File: config.mk
export PLATFORM = sky130hd
export DESIGN_NAME = pmd_regs
export DESIGN_NICKNAME = d
export VERILOG_FILES = /design/src/inc/pmd_pkg.sv /design/src/inc/pmd_if.sv /design/src/core/pmd_gate.sv /design/src/core/pmd_regs.sv
export VERILOG_INCLUDE_DIRS = /design/src /design/src/inc
export SDC_FILE = /design/constraint.sdc
export NUM_CORES = 1
export LEC_CHECK = 0
export BUFFER_PORTS_ARGS = -buffer_cell sky130_fd_sc_hd__buf_2
export CAP_MARGIN = 0
export CELL_PAD_IN_SITES_DETAIL_PLACEMENT = 0
export CELL_PAD_IN_SITES_GLOBAL_PLACEMENT = 1
export CORE_MARGIN = 2
export CORE_UTILIZATION = 37
export DETAILED_ROUTE_END_ITERATION = 6
export PLACE_DENSITY_LB_ADDON = 0.05
export REMOVE_ABC_BUFFERS = 1
export SYNTH_ARGS = -nofsm -noshare
export SYNTH_HDL_FRONTEND = slang
export SYNTH_SLANG_ARGS = --single-unit
File: constraint.sdc
create_clock -name CORE_CLK -period 0.95 [get_ports CORE_CLK]
set_input_delay 0 -clock CORE_CLK [delete_from_list [all_inputs] [get_ports CORE_CLK]]
set_output_delay 0 -clock CORE_CLK [all_outputs]
set_load 0.03 [all_outputs]
File: src/inc/pmd_defines.svh
// Offsets, field positions, masks and reset values of the module disable registers
`ifndef PMD_DEFINES_SVH
`define PMD_DEFINES_SVH
`define ADDR_W 4
`define DATA_W 16
`define OFF_CAPCMP 4'h0
`define OFF_MISC 4'h1
`define RST_CAPCMP 16'h0000
`define RST_MISC 16'h0000
`define CAPCMP_MASK 16'hC30F
`define MISC_MASK 16'h07C0
`define BIT_CAPTURE8 15
`define BIT_CAPTURE7 14
`define BIT_CAPTURE2 9
`define BIT_CAPTURE1 8
`define BIT_COMPARE4 3
`define BIT_COMPARE1 0
`define BIT_COMPARATOR 10
`define BIT_CALENDAR 9
`define BIT_PMP 8
`define BIT_CHECKSUM 7
`define BIT_DAC 6
`endif

File: src/inc/pmd_pkg.sv
// Types for the module disable register bank
package pmd_pkg;
  typedef logic [15:0] word_t;
  typedef logic [3:0] addr_t;
  typedef struct packed {
    logic [15:0] capcmp;
    logic [15:0] misc;
    logic [15:0] rdata;
  } regs_state_t;
  typedef struct packed {
    logic [3:0] capture_off;
    logic [3:0] compare_off;
    logic comparator_off;
    logic calendar_clock_off;
    logic parallel_master_port_off;
    logic checksum_unit_off;
    logic dac_unit_off;
  } gate_state_t;
endpackage

File: src/inc/pmd_if.sv
// Register contents handed from the register file to the gate stage
`include "pmd_defines.svh"
interface pmd_if;
  logic [15:0] capcmp;
  logic [15:0] misc;
  modport regs (output capcmp, output misc);
  modport gate (input capcmp, input misc);
endinterface

File: src/core/pmd_gate.sv
// Registered per-unit disable levels decoded from the register contents
`include "pmd_defines.svh"
module pmd_gate
  import pmd_pkg::*;
(
  input wire logic CORE_CLK,
  input wire logic RST_N,
  pmd_if.gate regs_in,
  output gate_state_t gate_q
);
  gate_state_t gate_ff;
  gate_state_t nxt_gate;
  always_comb begin
    nxt_gate = gate_ff;
    nxt_gate.capture_off = {regs_in.capcmp[`BIT_CAPTURE8], regs_in.capcmp[`BIT_CAPTURE7],
      regs_in.capcmp[`BIT_CAPTURE2], regs_in.capcmp[`BIT_CAPTURE1]};
    nxt_gate.compare_off = regs_in.capcmp[`BIT_COMPARE4:`BIT_COMPARE1];
    nxt_gate.comparator_off = regs_in.misc[`BIT_COMPARATOR];
    nxt_gate.calendar_clock_off = regs_in.misc[`BIT_CALENDAR];
    nxt_gate.parallel_master_port_off = regs_in.misc[`BIT_PMP];
    nxt_gate.checksum_unit_off = regs_in.misc[`BIT_CHECKSUM];
    nxt_gate.dac_unit_off = regs_in.misc[`BIT_DAC];
  end
  always_ff @(posedge CORE_CLK or negedge RST_N) begin
    if (!RST_N) begin
      gate_ff <= '0;
    end else begin
      gate_ff <= nxt_gate;
    end
  end
  assign gate_q = gate_ff;
endmodule

File: src/core/pmd_regs.sv
// Peripheral module disable register bank with per-unit disable outputs
//
// Functional notes
// - Comparator disabled while second register bit 10 is one.
// - Calendar clock disabled while second register bit 9 is one.
// - Parallel master port disabled while second register bit 8 is one.
// - Checksum unit disabled while second register bit 7 is one.
// - DAC disabled while second register bit 6 is one.
// - Unimplemented bits of both registers read as zero.
// - First register bits 15,14,9,8 disable capture channels 8,7,2,1.
// - First register bits 3..0 disable compare channels 4..1.
//
// Decided for this implementation: the register addresses and the strobed register port.
`include "pmd_defines.svh"
module pmd_regs
  import pmd_pkg::*;
(
  input wire logic CORE_CLK,
  input wire logic RST_N,
  input wire logic [3:0] ADDR,
  input wire logic [15:0] WDATA,
  input wire logic WR,
  input wire logic RD,
  output logic [15:0] RDATA,
  output logic [3:0] CAPTURE_OFF,
  output logic [3:0] COMPARE_OFF,
  output logic COMPARATOR_OFF,
  output logic CALENDAR_CLOCK_OFF,
  output logic PARALLEL_MASTER_PORT_OFF,
  output logic CHECKSUM_UNIT_OFF,
  output logic DAC_UNIT_OFF
);
  regs_state_t st_ff;
  regs_state_t nxt_st;
  gate_state_t gate_q;
  pmd_if link ();

  // Bits that exist at each index; unmapped places have none
  function automatic word_t impl_mask(input addr_t a);
    case (a)
      `OFF_CAPCMP: impl_mask = `CAPCMP_MASK;
      `OFF_MISC: impl_mask = `MISC_MASK;
      default: impl_mask = 16'h0000;
    endcase
  endfunction

  // Unmapped addresses read zero and ignore writes
  function automatic word_t read_word(input addr_t a, input regs_state_t s);
    case (a)
      `OFF_CAPCMP: read_word = s.capcmp & `CAPCMP_MASK;
      `OFF_MISC: read_word = s.misc & `MISC_MASK;
      default: read_word = 16'h0000;
    endcase
  endfunction

  always_comb begin
    nxt_st = st_ff;
    nxt_st.rdata = 16'h0000;
    if (WR && ADDR == `OFF_CAPCMP) begin
      nxt_st.capcmp = WDATA & impl_mask(ADDR);
    end
    if (WR && ADDR == `OFF_MISC) begin
      nxt_st.misc = WDATA & impl_mask(ADDR);
    end
    if (RD) begin
      nxt_st.rdata = read_word(ADDR, st_ff);
    end
  end

  always_ff @(posedge CORE_CLK or negedge RST_N) begin
    if (!RST_N) begin
      st_ff <= '{capcmp: `RST_CAPCMP, misc: `RST_MISC, rdata: 16'h0000};
    end else begin
      st_ff <= nxt_st;
    end
  end

  assign link.capcmp = st_ff.capcmp;
  assign link.misc = st_ff.misc;

  // Extra pipeline stage keeps every off level glitch free for the clock gates
  pmd_gate u_gate (
    .CORE_CLK(CORE_CLK),
    .RST_N(RST_N),
    .regs_in(link.gate),
    .gate_q(gate_q)
  );

  assign RDATA = st_ff.rdata;
  assign CAPTURE_OFF = gate_q.capture_off;
  assign COMPARE_OFF = gate_q.compare_off;
  assign COMPARATOR_OFF = gate_q.comparator_off;
  assign CALENDAR_CLOCK_OFF = gate_q.calendar_clock_off;
  assign PARALLEL_MASTER_PORT_OFF = gate_q.parallel_master_port_off;
  assign CHECKSUM_UNIT_OFF = gate_q.checksum_unit_off;
  assign DAC_UNIT_OFF = gate_q.dac_unit_off;

  // Off levels trail a write by two edges because of the gate stage
  a_comparator_follows: assert property (
    @(posedge CORE_CLK) disable iff (!RST_N)
    WR && ADDR == `OFF_MISC
    |-> ##2 COMPARATOR_OFF == $past(WDATA[`BIT_COMPARATOR], 2))
    else $error("comparator off level wrong");
  a_calendar_follows: assert property (
    @(posedge CORE_CLK) disable iff (!RST_N)
    WR && ADDR == `OFF_MISC
    |-> ##2 CALENDAR_CLOCK_OFF == $past(WDATA[`BIT_CALENDAR], 2))
    else $error("calendar off level wrong");
  a_pmp_follows: assert property (
    @(posedge CORE_CLK) disable iff (!RST_N)
    WR && ADDR == `OFF_MISC
    |-> ##2 PARALLEL_MASTER_PORT_OFF == $past(WDATA[`BIT_PMP], 2))
    else $error("parallel port off level wrong");
  a_checksum_follows: assert property (
    @(posedge CORE_CLK) disable iff (!RST_N)
    WR && ADDR == `OFF_MISC
    |-> ##2 CHECKSUM_UNIT_OFF == $past(WDATA[`BIT_CHECKSUM], 2))
    else $error("checksum off level wrong");
  a_dac_follows: assert property (
    @(posedge CORE_CLK) disable iff (!RST_N)
    WR && ADDR == `OFF_MISC
    |-> ##2 DAC_UNIT_OFF == $past(WDATA[`BIT_DAC], 2))
    else $error("dac off level wrong");
  a_capture_follows: assert property (
    @(posedge CORE_CLK) disable iff (!RST_N)
    WR && ADDR == `OFF_CAPCMP
    |-> ##2 CAPTURE_OFF == {$past(WDATA[`BIT_CAPTURE8], 2), $past(WDATA[`BIT_CAPTURE7], 2),
      $past(WDATA[`BIT_CAPTURE2], 2), $past(WDATA[`BIT_CAPTURE1], 2)})
    else $error("capture off levels wrong");
  a_compare_follows: assert property (
    @(posedge CORE_CLK) disable iff (!RST_N)
    WR && ADDR == `OFF_CAPCMP
    |-> ##2 COMPARE_OFF == $past(WDATA[`BIT_COMPARE4:`BIT_COMPARE1], 2))
    else $error("compare off levels wrong");

  a_capcmp_masked: assert property (
    @(posedge CORE_CLK) disable iff (!RST_N)
    WR && ADDR == `OFF_CAPCMP
    |=> st_ff.capcmp == ($past(WDATA) & `CAPCMP_MASK))
    else $error("capture compare word not masked");
  a_misc_masked: assert property (
    @(posedge CORE_CLK) disable iff (!RST_N)
    WR && ADDR == `OFF_MISC
    |=> st_ff.misc == ($past(WDATA) & `MISC_MASK))
    else $error("misc word not masked");
  a_unmapped_ignored: assert property (
    @(posedge CORE_CLK) disable iff (!RST_N)
    WR && ADDR > `OFF_MISC
    |=> $stable(st_ff.capcmp) && $stable(st_ff.misc))
    else $error("unmapped write changed a register");
  a_read_unimpl_zero: assert property (
    @(posedge CORE_CLK) disable iff (!RST_N)
    RD
    |=> (RDATA & ~impl_mask($past(ADDR))) == 16'h0000)
    else $error("unimplemented bit read nonzero");
  a_read_capcmp_word: assert property (
    @(posedge CORE_CLK) disable iff (!RST_N)
    RD && ADDR == `OFF_CAPCMP
    |=> RDATA == $past(st_ff.capcmp))
    else $error("capture compare read wrong");
  a_read_misc_word: assert property (
    @(posedge CORE_CLK) disable iff (!RST_N)
    RD && ADDR == `OFF_MISC
    |=> RDATA == $past(st_ff.misc))
    else $error("misc read wrong");

  // Reset is asynchronous, so the last three look at the second edge of a low level; a_reset_enabled checks the edge where RST_N rises
  a_reset_enabled: assert property (
    @(posedge CORE_CLK)
    $rose(RST_N)
    |-> CAPTURE_OFF == 4'h0 && COMPARE_OFF == 4'h0 && !DAC_UNIT_OFF)
    else $error("unit disabled after reset");
  a_reset_regs_clear: assert property (
    @(posedge CORE_CLK)
    !RST_N ##1 !RST_N
    |-> st_ff.capcmp == `RST_CAPCMP && st_ff.misc == `RST_MISC)
    else $error("register not cleared by reset");
  a_reset_units_on: assert property (
    @(posedge CORE_CLK)
    !RST_N ##1 !RST_N
    |-> CAPTURE_OFF == 4'h0 && COMPARE_OFF == 4'h0 && !COMPARATOR_OFF && !CALENDAR_CLOCK_OFF
      && !PARALLEL_MASTER_PORT_OFF && !CHECKSUM_UNIT_OFF && !DAC_UNIT_OFF)
    else $error("unit left disabled in reset");
  a_reset_read_zero: assert property (
    @(posedge CORE_CLK)
    !RST_N ##1 !RST_N
    |-> RDATA == 16'h0000)
    else $error("read data not cleared by reset");

  // A unit's off level may only move two edges after a write to its register
  a_off_held: assert property (
    @(posedge CORE_CLK) disable iff (!RST_N)
    !WR ##1 !WR
    |-> ##1 $stable(COMPARATOR_OFF) && $stable(CAPTURE_OFF))
    else $error("off level changed without write");
  a_capture_held: assert property (
    @(posedge CORE_CLK) disable iff (!RST_N)
    !(WR && ADDR == `OFF_CAPCMP)
    |-> ##2 $stable(CAPTURE_OFF))
    else $error("capture off level moved without write");
  a_compare_held: assert property (
    @(posedge CORE_CLK) disable iff (!RST_N)
    !(WR && ADDR == `OFF_CAPCMP)
    |-> ##2 $stable(COMPARE_OFF))
    else $error("compare off level moved without write");
  a_calendar_held: assert property (
    @(posedge CORE_CLK) disable iff (!RST_N)
    !(WR && ADDR == `OFF_MISC)
    |-> ##2 $stable(CALENDAR_CLOCK_OFF))
    else $error("calendar off level moved without write");
  a_pmp_held: assert property (
    @(posedge CORE_CLK) disable iff (!RST_N)
    !(WR && ADDR == `OFF_MISC)
    |-> ##2 $stable(PARALLEL_MASTER_PORT_OFF))
    else $error("parallel port off level moved without write");
  a_checksum_held: assert property (
    @(posedge CORE_CLK) disable iff (!RST_N)
    !(WR && ADDR == `OFF_MISC)
    |-> ##2 $stable(CHECKSUM_UNIT_OFF))
    else $error("checksum off level moved without write");
  a_dac_held: assert property (
    @(posedge CORE_CLK) disable iff (!RST_N)
    !(WR && ADDR == `OFF_MISC)
    |-> ##2 $stable(DAC_UNIT_OFF))
    else $error("dac off level moved without write");

  c_misc_write: cover property (@(posedge CORE_CLK) WR && ADDR == `OFF_MISC && WDATA[10]);
  c_capcmp_write: cover property (@(posedge CORE_CLK) WR && ADDR == `OFF_CAPCMP);
  c_read_back: cover property (@(posedge CORE_CLK) WR ##1 RD);
  c_unmapped_read: cover property (@(posedge CORE_CLK) RD && ADDR > `OFF_MISC);
  c_unmapped_write: cover property (@(posedge CORE_CLK) WR && ADDR > `OFF_MISC);
endmodule

Yosys cells after proc, flatten, opt, wreduce, memory -nomap -nowiden

Cells that the tools add are included.

Add/sub/neg operators: 0
Multiply operators: 0
Div/mod/pow operators: 0
$lt $le $gt $ge: 0
Equality and inequality tests: 1
Shifts and indexed selects: 0
Multiplexer cells: 5
Bitwise operators: 2
Reductions and logical operators: 3

Operators with widths:

| cell                                                             | number |
|---|---|
| 16-bit one-hot mux with 2 select lines                           | 2 |
| 16-bit 2-to-1 mux                                                | 2 |
| 16-bit bitwise AND                                               | 1 |
| 11-bit bitwise AND                                               | 1 |
| 11-bit 2-to-1 mux                                                | 1 |
| 4-bit by 1-bit == test with 1-bit output (second input constant) | 1 |
| 4-bit logical NOT                                                | 1 |
| 1-bit logical AND                                                | 2 |

Flip-flop bits (word level): 56
Latch bits: 0
RAM bits: 0
Bits in read-only memories: 0
Input port bits: 24
Memories kept: 0

Logic depth before layout (Yosys ltp)

Depth after elaboration: 4
Depth in mapped cells: 4
Mapped depth without buffers: 3

Modules after synthesis

From an unflattened synthesis, not the netlist that was laid out.

Cells, all modules: 94
Area total of the unflattened synthesis: 1611.5 um2

By module, submodules not included:

| module   | instances | cells an instance | area an instance (um2) | seq. area each (um2) |
|---|---|---|---|---|
| pmd_regs | 1         | 81                | 1286.2                 | 825.8 |
| pmd_gate | 1         | 13                | 325.3                  | 325.3 |

Worst setup path before layout

OpenSTA, ideal clock, no wires.

Kind: input-to-reg
Start: in ADDR[3]
End: reg st_ff, in the netlist link.capcmp[0]
Data arrival time: 0.643 ns
Data required time: 0.825 ns
Slack: 0.182 ns
Stages: 3
Buffers on the path: 0
Cell sequence: nor2_4 -> nand3_4 -> mux2_4

Longest elaborated chain between the ends: 4
Elaborated cells between the ends (all ways): 6
Classes of those cells: 1 x eq/ne; 2 x mux; 1 x bitwise; 2 x reduce/logical

Ends and longest elaborated chain:

| what                                                                          | RTL line       | RTL |
|---|---|---|
| from (decl)                                                                   | pmd_regs.sv:20 | `input wire logic [3:0] ADDR,` |
| 4-bit by 1-bit == test with 1-bit output or 4-bit logical NOT (tied branches) | pmd_regs.sv:40 | `case (a)` |
| 16-bit one-hot mux with 2 select lines                                        | pmd_regs.sv:40 |  |
| 16-bit 2-to-1 mux                                                             | pmd_regs.sv:59 | `` if (WR && ADDR == `OFF_CAPCMP) begin `` |
| 16-bit bitwise AND                                                            | pmd_regs.sv:60 | `nxt_st.capcmp = WDATA & impl_mask(ADDR);` |
| to (signal assigned)                                                          | pmd_regs.sv:72 | `` st_ff <= '{capcmp: `RST_CAPCMP, misc: `RST_MISC, rdata: 16'h0000}; `` |
| to (signal assigned)                                                          | pmd_regs.sv:74 | `st_ff <= nxt_st;` |
| to (decl)                                                                     | pmd_regs.sv:33 | `regs_state_t st_ff;` |

Several ways; a longest one is shown, not always the timed one. The select of a mux whose other input is x is not followed.
A chain may end at the register's enable or synchronous reset.

Final worst setup path

Start: reg u_gate.gate_ff, in the netlist u_gate.gate_q[10]
End: out CAPTURE_OFF[1]

RTL lines:

| what                   | RTL line       | RTL |
|---|---|---|
| from (decl)            | pmd_gate.sv:11 | `gate_state_t gate_ff;` |
| from (signal assigned) | pmd_gate.sv:28 | `gate_ff <= nxt_gate;` |
| to (decl)              | pmd_regs.sv:25 | `output logic [3:0] CAPTURE_OFF,` |

No word-level cell between the ends.

==> results.yml <==
global_routing:
  overflow: 0
  grt_max_degree: 24
  grt_pass1_wl_mm: 3.61
  grt_pass1_vias: 769
  grt_usage_pct: 12.4
  antenna_found_initial: 0
run_status:
  status: "finished, final reports clean"
synthesis:
  synthTopCellsByCount: "dfrtp_1, and2_1, mux2_4"
  synth.area.top_cells: "dfrtp_1, mux2_4, and2_1, mux2_2, buf_4"
  ys_async_sr_fraction_pct: 100
  synth_area_um2: 1310
  avgSynthCellArea_um2: 17.7
  synth_seq_area_share_pct: 70.7
  synth_flop_cell: "dfrtp_1"
  yosysUniqueCellTypes: 14
  synth.most_common_cell: "dfrtp_1"
  ys_ff_latch: 37
  synth_cells: 74
  synth_top_area_cell: "dfrtp_1"
  netlist.area_leader.share_pct: 70.7
  ys_warn_count: 0
  synth_edf_count: 0
layout:
  drive_gt1_share_pct: 51.9
  nets: 160
  syn2layout_area_growth_pct: 33.1
  stdcell_area_um2: 1740
  antenna_cells: 0
timing:
  finalHoldViolCount: 0
  finClkSkew_ns: 0.00942
  setup_viol: 0
  period_needed_ns: 0.882
  fmax_ghz: 1.13
  slew_viol_final: 0
  finalSetupTns_ns: 0
  period_share_pct: 92.9
  fin_ws_ns: 0.0678
  rsz0062_at_grt: "no"
clocking:
  cts-buffers-inserted: 5
  cts_max_path_buffers: 2
  post-cts-setup-buffers: 0
  cts_sinks: 37
  cts_max_level: 2
  cts.clk_slew.worst_paths_ns: 0.10
  cts-root-buf: "clkbuf_4"
  tritoncts: "yes"
  clkLatencyLatePin_ns: 0.33
placed_design:
  routabilityCongestion: 0.730
  pre_cts_ws_ns: -0.0196
  hpwlAfterDp_mm: 1.48
  portBuffers: 42
  place_area_um2: 1580
power:
  sequentialPowerShare_pct: 56.9
  clkPwrFrac_pct: 20.5
  pwr-share-comb_pct: 22.6
  internal_power_mw: 2.41
  p_switching_mw: 1.02
  p_per_area_nw_per_um2: 1960
  irDropWorstVdd_uv: 627
  switching_share_pct: 29.7
  p_leak_nw: 0.940
worst_setup_path:
  endpoint_kind: "output port"
  cp-start-kind: "flop"
  rr_endpoint: "link.misc[9]$_DFFE_PN0P_"
  crit_path_cell_trace: "buf_2"
  r2r_cells: 1
  slowest_stage: "dfrtp_1"
  cp.required_ns: 0.95
  rrSetupSlack_ns: 0.18
  cp_max_fo: 1
  path_delay_family: "flip-flops"
  path_buf_inv: 1
  cpPeakStageDelay_ns: 0.38
  r2r_start: "link.misc[9]$_DFFE_PN0P_"
  critical_path_arrival_ns: 0.88
  path_class: "reg -> out"
drt:
  wl_mm: 2.10
  routed_via_density: 4.27
  dr.first_iter.drc_count: 5
  dr.pass1.iters: 2
  via_count: 773
  postRouteAntennaNets: 0
  drc_errors: 0
  wl_per_cell_um: 11.6
floorplan:
  die_area_um2: 4030
  die_w_um: 63.5
  num_rows: 21
  die_y_um: 63.5
  core_um2: 3360
  io_pins: 53
  start_util_pct: 39.0
job:
  drv_cap: 0
min_path:
  min_path_type: "in -> async"
-- logic make-up (layout without fill, tap and decap cells) --
kind of cell,count (synthesis),in the layout,share of synthesized area (%)
other,1,5,0.286
multiplexers,13,13,13.5
AND/OR/NAND/NOR,15,15,10.5
flip-flops,37,37,70.7
buffers and inverters,6,63,3.73
AO/OA/AOI/OAI,2,2,1.34
-- power groups by stage --
stage	clock network (mW)	registers [mW]	logic [mW]
finish	0.702	1.95	0.773
global route	0.811	1.99	0.818
CTS	0.741	1.95	0.784
detailed placement	0	1.99	0.743
global placement	0	1.97	0.738
floorplan	0	2.25	0.209
-- per-layer routing --
| metal | track usage (%) | part of all wire, % | up-vias |
|---|---|---|---|
| met3 | 6.43 | 9.4 | 5 |
| met2 | 20.0 | 46 | 36 |
| met5 | 0 | 0 | - |
| met1 | 13.2 | 42 | 369 |
| met4 | 6.52 | 2.2 | 0 |
| li1 | - | - | 363 |
-- layout by cell type, fill, tap and decap left out, drive strengths merged --
master,Yosys,layout
clkinv,0,1
nor2,2,2
and2,9,9
dfrtp,37,37
buf,6,45
dlygate4sd3,0,12
conb,1,5
and3,1,1
mux2,13,13
nand4b,1,1
a22o,2,2
nand3,1,1
clkbuf,0,5
and4b,1,1
-- stage by stage --
step / cells / hold slack, ns / total power, mW / utilization (%)
2_1_floorplan: 72 / -0.296 / 2.46 / -
3_3_place_gp: 163 / -0.0815 / 2.71 / 46.9
3_5_place_dp: 163 / -0.0752 / 2.73 / 46.9
4_1_cts: 181 / 0.0883 / 3.48 / 51.8
5_1_grt: 181 / 0.114 / 3.62 / 51.9
6_report: 181 / 0.0956 / 3.42 / 51.9
-- final cells by class --
| cell class | count | area [um^2] |
|---|---|---|
| Clock buffer | 5 | 37.5 |
| Clock inverter | 1 | 5.00 |
| Tap cell | 46 | 57.6 |
| Timing Repair Buffer | 57 | 368 |
| Fill cell | 324 | 1620 |
| Multi-Input combinational cell | 35 | 350 |
| Sequential cell | 37 | 926 |
-- worst max path at each step --
stage,from,to,slack (ns),depth (start not counted)
global route,RDATA[14]$_DFF_PN0_,RDATA[14],0.004,1
finish,u_gate.gate_q[10]$_DFF_PN0_,CAPTURE_OFF[1],0.07,1
floorplan,ADDR[3],link.capcmp[0]$_DFFE_PN0P_,0.18,3
CTS,u_gate.gate_q[11]$_DFF_PN0_,CAPTURE_OFF[2],0.04,1
detailed placement,ADDR[3],link.capcmp[0]$_DFFE_PN0P_,-0.02,4
global placement,ADDR[3],link.capcmp[1]$_DFFE_PN0P_,-0.005,4
-- registers in the layout, summed over array words and instances, names as in the netlist --
name and count:
link.misc 5, RDATA 11, link.capcmp 8, u_gate.gate_q 13
-- repair_timing --
item                       4_1_cts  5_1_grt
hold buffers                    12        0
hold endpoints to repair        50        0
gates resized for setup          0        2
setup endpoints to repair        0        1
Note: power is estimated with default switching activity, not from simulation.
